==> src/rtl/balance_fuse_consts.vh <==
// Offsets, field positions, reset values and timing for the balance/fuse/threshold bank
`ifndef BALANCE_FUSE_CONSTS_VH
`define BALANCE_FUSE_CONSTS_VH

`define ADDR_BALANCE_LOW     7'h51
`define ADDR_BALANCE_HIGH    7'h52
`define ADDR_FUSE_COMMAND    7'h53
`define ADDR_RESERVED_SLOT   7'h54
`define ADDR_LP_THRESHOLD    7'h55

`define FUSE_KEY             8'hFB
`define FUSE_FIELD_MSB       7
`define THRESH_FIELD_MSB     14
`define RESET_WORD           16'h0000

// Threshold scale: 5493 nV per code, 0x7FFF is full scale
`define THRESH_STEP_NV       5493
`define THRESH_FULL_CODE     15'h7FFF
`define FUSE_PULSE_CYCLES    1

`endif

==> src/rtl/balance_fuse_lowpower_regs.v <==
// Register bank: cell balance status, fuse blow key, low-power current threshold
// Notes on behaviour
// Balance state bits: cells 1-16 low, 17 high
// Host writes zero to high word bits 5:1
// Fuse blow starts only on key 0xFB
// Fuse blow ignores automatic fault protection
// Host keeps reserved slot word at zero
// Fast current compared to threshold for low-power
// Threshold linear, 5.493 uV/step, 0x7FFF full
// Fields reset zero; unused bits read zero
`include "balance_fuse_consts.vh"

module balance_fuse_lowpower_regs #(
  parameter CELLS      = 17,
  parameter CURR_WIDTH = 15
) (
  input  wire                  ref_clk_i,
  input  wire                  reset_i,
  input  wire                  reg_wr_i,
  input  wire                  reg_rd_i,
  input  wire [6:0]            reg_addr_i,
  input  wire [15:0]           reg_wdata_i,
  input  wire [CELLS-1:0]      balance_on_bits_i,
  input  wire [CURR_WIDTH-1:0] fast_current_converter_i,
  input  wire                  fast_current_valid_i,
  input  wire                  fault_protect_active_i,
  output reg  [15:0]           reg_rdata_o,
  output reg                   reg_rvalid_o,
  output reg                   fuse_blow_start_o,
  output reg                   low_power_entry_o,
  output reg                   low_power_valid_o
);

  // Register fields
  reg  [7:0]            fuse_command;
  reg  [CURR_WIDTH-1:0] low_power_entry_threshold;
  reg  [15:0]           reserved_slot;
  reg                   rd_pending;
  reg  [6:0]            rd_addr;
  wire [15:0]           balance_word;

  // Next values, worked out combinationally and captured once per edge
  reg  [7:0]            next_fuse_command;
  reg  [CURR_WIDTH-1:0] next_threshold;
  reg  [15:0]           next_reserved_slot;
  reg                   next_fuse_start;
  reg  [15:0]           next_rdata;
  reg                   next_rvalid;
  reg                   next_entry;

  // Decoded selects
  wire                  wr_fuse;
  wire                  wr_reserved;
  wire                  wr_threshold;
  wire                  rd_direct;
  wire                  rd_balance_due;

  // True when a write strobe targets the given word
  function wr_hit;
    input       strobe;
    input [6:0] addr;
    input [6:0] target;
    begin
      wr_hit = strobe && (addr == target);
    end
  endfunction

  // Read value of a directly answered word; unused bits are zero
  function [15:0] direct_word;
    input [6:0]            addr;
    input [7:0]            fuse;
    input [15:0]           rsvd;
    input [CURR_WIDTH-1:0] thr;
    begin
      case (addr)
        `ADDR_FUSE_COMMAND:  direct_word = {8'h00, fuse};
        `ADDR_RESERVED_SLOT: direct_word = rsvd;
        `ADDR_LP_THRESHOLD:  direct_word = {{(16-CURR_WIDTH){1'b0}}, thr};
        default:             direct_word = 16'h0000;
      endcase
    end
  endfunction

  function is_balance_addr;
    input [6:0] a;
    begin
      is_balance_addr = (a == `ADDR_BALANCE_LOW) || (a == `ADDR_BALANCE_HIGH);
    end
  endfunction

  balance_word_store #(
    .CELLS (CELLS)
  ) u_balance (
    .ref_clk_i         (ref_clk_i),
    .reset_i           (reset_i),
    .balance_on_bits_i (balance_on_bits_i),
    .rd_sel_high_i     (reg_addr_i == `ADDR_BALANCE_HIGH),
    .rd_data_o         (balance_word)
  );

  // Write and read decode
  assign wr_fuse        = wr_hit(reg_wr_i, reg_addr_i, `ADDR_FUSE_COMMAND);
  assign wr_reserved    = wr_hit(reg_wr_i, reg_addr_i, `ADDR_RESERVED_SLOT);
  assign wr_threshold   = wr_hit(reg_wr_i, reg_addr_i, `ADDR_LP_THRESHOLD);
  // A direct read in the cycle a balance answer is due wins; hosts must
  // space balance reads so that the two never meet
  assign rd_direct      = reg_rd_i && !is_balance_addr(reg_addr_i);
  assign rd_balance_due = rd_pending && is_balance_addr(rd_addr);

  // Writes: only documented fields store, upper bits stay zero
  always @*
  begin
    next_fuse_command  = fuse_command;
    next_reserved_slot = reserved_slot;
    next_threshold     = low_power_entry_threshold;
    next_fuse_start    = 1'b0;
    if (wr_fuse)
    begin
      next_fuse_command = reg_wdata_i[`FUSE_FIELD_MSB:0];
      // Key check is not gated by fault_protect_active_i on purpose
      next_fuse_start   = (reg_wdata_i[`FUSE_FIELD_MSB:0] == `FUSE_KEY);
    end
    if (wr_reserved)
      next_reserved_slot = reg_wdata_i;
    if (wr_threshold)
      next_threshold = reg_wdata_i[CURR_WIDTH-1:0];
  end

  // Field registers
  always @(posedge ref_clk_i or posedge reset_i)
  begin
    if (reset_i)
    begin
      fuse_command              <= 8'h00;
      low_power_entry_threshold <= {CURR_WIDTH{1'b0}};
      reserved_slot             <= `RESET_WORD;
    end
    else
    begin
      fuse_command              <= next_fuse_command;
      low_power_entry_threshold <= next_threshold;
      reserved_slot             <= next_reserved_slot;
    end
  end

  // One-cycle start pulse; each key write fires again, even back to back
  always @(posedge ref_clk_i or posedge reset_i)
  begin
    if (reset_i)
      fuse_blow_start_o <= 1'b0;
    else
      fuse_blow_start_o <= next_fuse_start;
  end

  // Direct reads answer one cycle after the strobe; balance words two cycles after, via the store
  always @*
  begin
    next_rdata  = reg_rdata_o;
    next_rvalid = 1'b0;
    if (rd_direct)
    begin
      next_rvalid = 1'b1;
      next_rdata  = direct_word(reg_addr_i, fuse_command, reserved_slot,
                                low_power_entry_threshold);
    end
    else if (rd_balance_due)
    begin
      // Balance store is already registered, so these answer one cycle later
      next_rvalid = 1'b1;
      next_rdata  = balance_word;
    end
  end

  // Remembers a balance read until the store has its word ready
  always @(posedge ref_clk_i or posedge reset_i)
  begin
    if (reset_i)
    begin
      rd_pending <= 1'b0;
      rd_addr    <= 7'h00;
    end
    else
    begin
      rd_pending <= reg_rd_i;
      rd_addr    <= reg_addr_i;
    end
  end

  always @(posedge ref_clk_i or posedge reset_i)
  begin
    if (reset_i)
    begin
      reg_rdata_o  <= 16'h0000;
      reg_rvalid_o <= 1'b0;
    end
    else
    begin
      reg_rdata_o  <= next_rdata;
      reg_rvalid_o <= next_rvalid;
    end
  end

  // Entry when measured current is at or below the threshold code;
  // raw codes are compared, the per-step scale only matters to the host
  always @*
  begin
    next_entry = low_power_entry_o;
    if (fast_current_valid_i)
      next_entry = (fast_current_converter_i <= low_power_entry_threshold);
  end

  always @(posedge ref_clk_i or posedge reset_i)
  begin
    if (reset_i)
    begin
      low_power_entry_o <= 1'b0;
      low_power_valid_o <= 1'b0;
    end
    else
    begin
      low_power_entry_o <= next_entry;
      low_power_valid_o <= fast_current_valid_i;
    end
  end

endmodule // balance_fuse_lowpower_regs

==> src/rtl/balance_word_store.v <==
// Two-word register of cell balance on/off bits with a registered read port
module balance_word_store #(
  parameter CELLS = 17
) (
  input  wire              ref_clk_i,
  input  wire              reset_i,
  input  wire [CELLS-1:0]  balance_on_bits_i,
  input  wire              rd_sel_high_i,
  output reg  [15:0]       rd_data_o
);

  reg [CELLS-1:0] balance_on_bits;

  always @(posedge ref_clk_i or posedge reset_i)
  begin
    if (reset_i)
    begin
      balance_on_bits <= {CELLS{1'b0}};
      rd_data_o       <= 16'h0000;
    end
    else
    begin
      balance_on_bits <= balance_on_bits_i;
      // Cell 17 in bit 0 of the high word; reserved bits read zero
      if (rd_sel_high_i)
        rd_data_o <= {15'h0000, balance_on_bits[16]};
      else
        rd_data_o <= balance_on_bits[15:0];
    end
  end

endmodule // balance_word_store

==> config.mk <==
export PLATFORM = sky130hd
export DESIGN_NAME = balance_fuse_lowpower_regs
export DESIGN_NICKNAME = d
export VERILOG_FILES = /design/src/rtl/balance_fuse_lowpower_regs.v /design/src/rtl/balance_word_store.v
export VERILOG_INCLUDE_DIRS = /design/src /design/src/rtl
export SDC_FILE = /design/constraint.sdc
export NUM_CORES = 1
export LEC_CHECK = 0
export BUFFER_PORTS_ARGS = -buffer_cell sky130_fd_sc_hd__buf_2
export CAP_MARGIN = 30
export CORE_UTILIZATION = 30
export CTS_BUF_LIST = sky130_fd_sc_hd__clkbuf_2 sky130_fd_sc_hd__clkbuf_4 sky130_fd_sc_hd__clkbuf_8
export DETAILED_ROUTE_END_ITERATION = 7
export GPL_TIMING_DRIVEN = 0
export RECOVER_POWER = 25
export SYNTH_ARGS = -nofsm -noshare
export SYNTH_HDL_FRONTEND = slang
export SYNTH_SLANG_ARGS = --single-unit
export TNS_END_PERCENT = 100
==> constraint.sdc <==
create_clock -name ref_clk_i -period 3.3 [get_ports ref_clk_i]
set_clock_uncertainty 0.15 [all_clocks]
set_input_delay 0.165 -clock ref_clk_i [delete_from_list [all_inputs] [get_ports ref_clk_i]]
set_output_delay 0.165 -clock ref_clk_i [all_outputs]
set_load 0.03 [all_outputs]
Word level (Yosys, flattened, before mapping)
Index checks and enable logic that the tools add are counted.
Word-level totals
  flip-flop bits (word level): 100
  input port bits: 61
  output and inout bits: 20
Cells by class
  order comparisons: 1
  equality and inequality tests: 8
  mux-type cells: 7
  reductions and logical operators: 9
Operators by type and width (number)
  $eq 7x7->1 const B: 7
  $mux 16: 3
  $pmux 16 s3: 1
  $le 15x15->1: 1
  $eq 8x8->1 const B: 1
  $logic_and 1x1->1: 5
  $mux 1: 3
  $logic_or 1x1->1: 2
  $reduce_bool 2->1: 1
  $logic_not 1->1: 1

Depth between registers and ports, before layout
  depth after elaboration: 5
  depth in mapped cells: 6

Cells and area by module
A second synthesis with hierarchy kept.
Second synthesis, totals
  cell total of the unflattened synthesis: 311
  area total of the unflattened synthesis: 4211.5 µm²
Modules (own cells, without submodules)
  balance_fuse_lowpower_regs: times used 1, cells each 260, area an instance 3261.9 µm²
  balance_word_store: times used 1, cells each 51, area an instance 949.7 µm²

Worst setup path after synthesis
No wires, ideal clock.
  path kind: register to register
  start point: reg rd_addr[3]
  end point: reg reg_rdata_o[0]
  setup time: 0.126 ns
  data arrival time: 1.316 ns
  setup slack: 1.708 ns
  cell stages (with the launch flop): 6
  period minus slack after synthesis: 1.592 ns
  cell sequence: dfrtp_1 -> nor4b_1 -> nand4_1 -> clkbuf_1 -> o21ai_0 -> a2bb2oi_1
On the way
  cells in the longest elaborated chain, start to end: 4
  elaborated cells on any way between the ends: 5
Ends and longest elaborated chain
  start: declaration: line balance_fuse_lowpower_regs.v:39  | reg [6:0] rd_addr;
  start signal: assignment: line balance_fuse_lowpower_regs.v:185  | rd_addr <= reg_addr_i;
  $eq 7x7->1 (no source line)
  $logic_or 1x1->1 *: line balance_fuse_lowpower_regs.v:87  | is_balance_addr = (a == `ADDR_BALANCE_LOW) || (a == `ADDR_BALANCE_HIGH);
  $logic_and 1x1->1 *: line balance_fuse_lowpower_regs.v:108  | assign rd_balance_due = rd_pending && is_balance_addr(rd_addr);
  $reduce_bool 2->1 (no source line) *
  end signal: assignment: line balance_fuse_lowpower_regs.v:198  | reg_rdata_o <= next_rdata;
  end: declaration: line balance_fuse_lowpower_regs.v:27  | output reg [15:0] reg_rdata_o,
Every way passes the cells marked *; elsewhere a longest branch is shown, timed or not.
A chain may end at the register's enable or synchronous reset.

Worst setup path in the final report
  start point: in reg_addr_i[2]
  end point: reg fuse_blow_start_o
On the way
  cells in the longest elaborated chain, start to end: 3
Ends and longest elaborated chain
  start: declaration: line balance_fuse_lowpower_regs.v:21  | input wire [6:0] reg_addr_i,
  $eq 7x7->1: line balance_fuse_lowpower_regs.v:64  | wr_hit = strobe && (addr == target);
  $logic_and 1x1->1: line balance_fuse_lowpower_regs.v:64
  $mux 1: line balance_fuse_lowpower_regs.v:117  | if (wr_fuse)
  via next_fuse_start: line balance_fuse_lowpower_regs.v:46  | reg next_fuse_start;
  end signal: assignment: line balance_fuse_lowpower_regs.v:152  | fuse_blow_start_o <= next_fuse_start;
  end: declaration: line balance_fuse_lowpower_regs.v:29  | output reg fuse_blow_start_o,
The timed path passes the listed nets, and every way through them passes these cells.

==> run summary <==
Status: finished, final reports clean
Maximum number of pins on one net before global-route repair: 58
RSZ-0062 raised after global routing: no
Commonest cells in the netlist: 100 x dfrtp_1, 29 x mux2_2, 20 x nand2_1
First-pass GRT wire length: 15.7 mm
Cell family with most CP delay: buffers and inverters
Gate Count Post-Synth: 318
Bufs and invs on worst path: 6
Top cell type's share of synthesized area: 57.0%
Post-synth EDFFs: 0
H-tree Lvls: 3
Least-Margin Pin Slew: 0.717 ns
Drt total wl: 9.57 mm
Layout cells sized above 1: 33.3%
Max-cap violations: 0
Antenna Nets Post-Route: 0
Yosys reg bits: 100
Switch Pwr: 0.000697 W
Root Buffer: clkbuf_8
Clk slew on worst S/H paths: 0.11 ns
Relative slew slack: 52.2%
Routed vias: 2880
Area leader, netlist: dfrtp_1
Synth warn: 0
CTS Buf Count: 9
Gpl congestion: 0.774
PortBufs: 79
Final Hold Viols: 0
CTS tree: done
Crit path largest cell delay: 0.57 ns
Antenna violations before repair: 0
Startpoint Class: input port
Sw Ratio: 28.0%
Vias in the first global route: 3099
Std-Cell Core Area: 14100 um2
Max-slew violation count: 0
Clock Sinks: 100
Syn Area/Cell: 13.8 um2
Maximum fanout along the worst path: 10
Drt drc: 0
Worst path cell trace: dlygate4sd3_1 > clkbuf_1 > and3b_1 > buf_6 > and3_4 > buf_6 > inv_1 > nor3_1 > dlygate4sd3_1
Via density: 4.51
Die Width: 123 um
Area delta synth->final: 29.0%
Avg WL per Cell: 15.0 um
Max Freq: 427 MHz
Util after Layout: 40.2%
Final Net Count: 530
Starting Density: 31.1%
Type of the worst setup path: input port to register
Area contributors post-synth: dfrtp_1 57%, mux2_2 7.4%, mux2_4 6.2%
Clk_lat worst skew: 0.37 ns
All-layer global routing usage: 13.6%
Sum Neg Setup Slack: 0 ns
Setup-failing EPs final: 0
Synth Cell Area: 4390 um2
Hold-fix buffers, CTS: 45
Net count after synthesis: 394
Crit share post-route: 70.9%
Die H: 123 um
PD cells: 439 nW/um2
Clock tree buffer depth: 2
Initial DRC count: 96
Clock network fraction of total power: 30.7%
Top-count cell post-synth: dfrtp_1
CP max stage cell: dlygate4sd3_1
Comb power frac: 15.1%
Number of gates resized after CTS: 0
Critical path arrival: 2.50 ns
Distinct cell type count after synthesis: 47
Lkg Pwr: 2.69 nW
Min Clock Period, post-route: 2.34 ns
Global route overflow: 0
Critical Path RT: 3.46 ns
Internal power: 0.00179 W
DIE AREA: 15100 um2
Worst VDD drop: 0.239 mV
Post-synth ARST share: 100%
Seq/Total Area, Yosys: 57.0%
IO Count: 81
Post-CTS Setup Inserts: 0
Cell Rows: 43
1st-pass router iterations: 4
Hold Crit Class: input port to register
Prevailing post-synth register cell: dfrtp_1
Final HPWL DP: 7.08 mm
Sequential Power Share: 54.2%
Antenna fix cells: 0
CP Capture Type: register
cell families (layout without fill, tap and decap cells):
group / after synthesis / after routing / share of synthesized area, %
AO/OA/AOI/OAI: 56 / 56 / 9.46
XOR/XNOR: 2 / 2 / 0.399
adder cells (fa/ha/maj): 15 / 15 / 4.27
buffers and inverters: 31 / 172 / 4.07
flip-flops: 100 / 100 / 57.0
multiplexers: 56 / 56 / 15.6
AND/OR/NAND/NOR: 58 / 58 / 9.15
layout by cell type (no fill, tap or decap), types with 3 or more instances in the layout:
cell type,netlist,layout
ha_1,15,15
and2b_1,5,5
a21oi_1,5,5
buf_2,1,70
nor2b_1,11,11
inv_6,0,3
o21ai_0,17,17
inv_1,19,18
dfrtp_1,100,100
clkbuf_8,0,9
o2bb2ai_1,8,8
mux2_4,18,18
clkbuf_1,3,13
mux2_2,29,29
a2bb2oi_1,15,15
nand2_1,20,20
nand4_1,4,4
dlygate4sd3_1,0,45
buf_6,5,5
mux2i_1,9,9
worst paths after layout:
check	start	to	slack [ns]	depth (start not counted)
min reg2reg	u_balance.balance_on_bits[8]	u_balance.rd_data_o[8]	0.32	1
min in group asynchronous	reset_i	u_balance.balance_on_bits[4]	0.30	3
max reg2reg	rd_addr[3]	reg_rdata_o[5]	1.34	5
min	reg_wr_i	reserved_slot[12]	0.11	3
max in group asynchronous	reset_i	reserved_slot[13]	2.02	4
max	reg_addr_i[2]	fuse_blow_start_o	0.96	9
per-stage QoR:
stage / power, W / instances / setup slack [ns] / area (um2) / hold WS, ns
2_1_floorplan: 0.00158 / 318 / 0.366 / 4390 / 0.0464
5_1_grt: 0.00261 / 639 / 0.854 / 5660 / 0.0984
6_report: 0.00249 / 639 / 0.959 / 5660 / 0.109
4_1_cts: 0.00252 / 639 / 1.05 / 5680 / 0.100
3_3_place_gp: 0.00170 / 577 / -0.663 / 5010 / 0.124
3_5_place_dp: 0.00171 / 578 / 1.33 / 5030 / 0.124
worst register-to-register path: stages, from the launching register on:
cell,delay [ns]
dfrtp_1,0.38
nor4b_1,0.30
nand4_1,0.37
clkbuf_1,0.30
o21ai_0,0.24
a2bb2oi_1,0.10
cell type report:
class                   instances  area [um2]
flip-flops and latches        100        2500
repair buffers                125         853
fillers                      1376        8430
well taps                     180         225
clock inverters                 7        67.6
multi-input cells             187        1710
clock buffers                   9         124
plain buffers                  12         108
inverters                      19        73.8
layer usage:
| metal | routed length [um] | track usage [%] |
|---|---|---|
| met1 | 4390 | 17.8 |
| met2 | 4550 | 21.9 |
| met3 | 493 | 3.55 |
| met4 | 131 | 4.59 |
| met5 | 0 | 0 |
power groups by stage:
stage / registers [W] / logic [W] / clock network (W)
2_1_floorplan: 0.00140 / 0.000185 / 0
3_3_place_gp: 0.00137 / 0.000327 / 0
3_5_place_dp: 0.00137 / 0.000342 / 0
4_1_cts: 0.00135 / 0.000384 / 0.000791
5_1_grt: 0.00136 / 0.000415 / 0.000842
6_report: 0.00135 / 0.000375 / 0.000764
sequential cells by signal, summed over array words and instances, names as in the netlist:
name,flops
fuse_blow_start_o,1
reg_rvalid_o,1
u_balance.rd_data_o,16
low_power_valid_o,1
reserved_slot,16
rd_pending,1
reg_rdata_o,16
low_power_entry_o,1
u_balance.balance_on_bits,17
fuse_command,8
rd_addr,7
low_power_entry_threshold,15
Note: power is estimated with default switching activity, not from simulation.
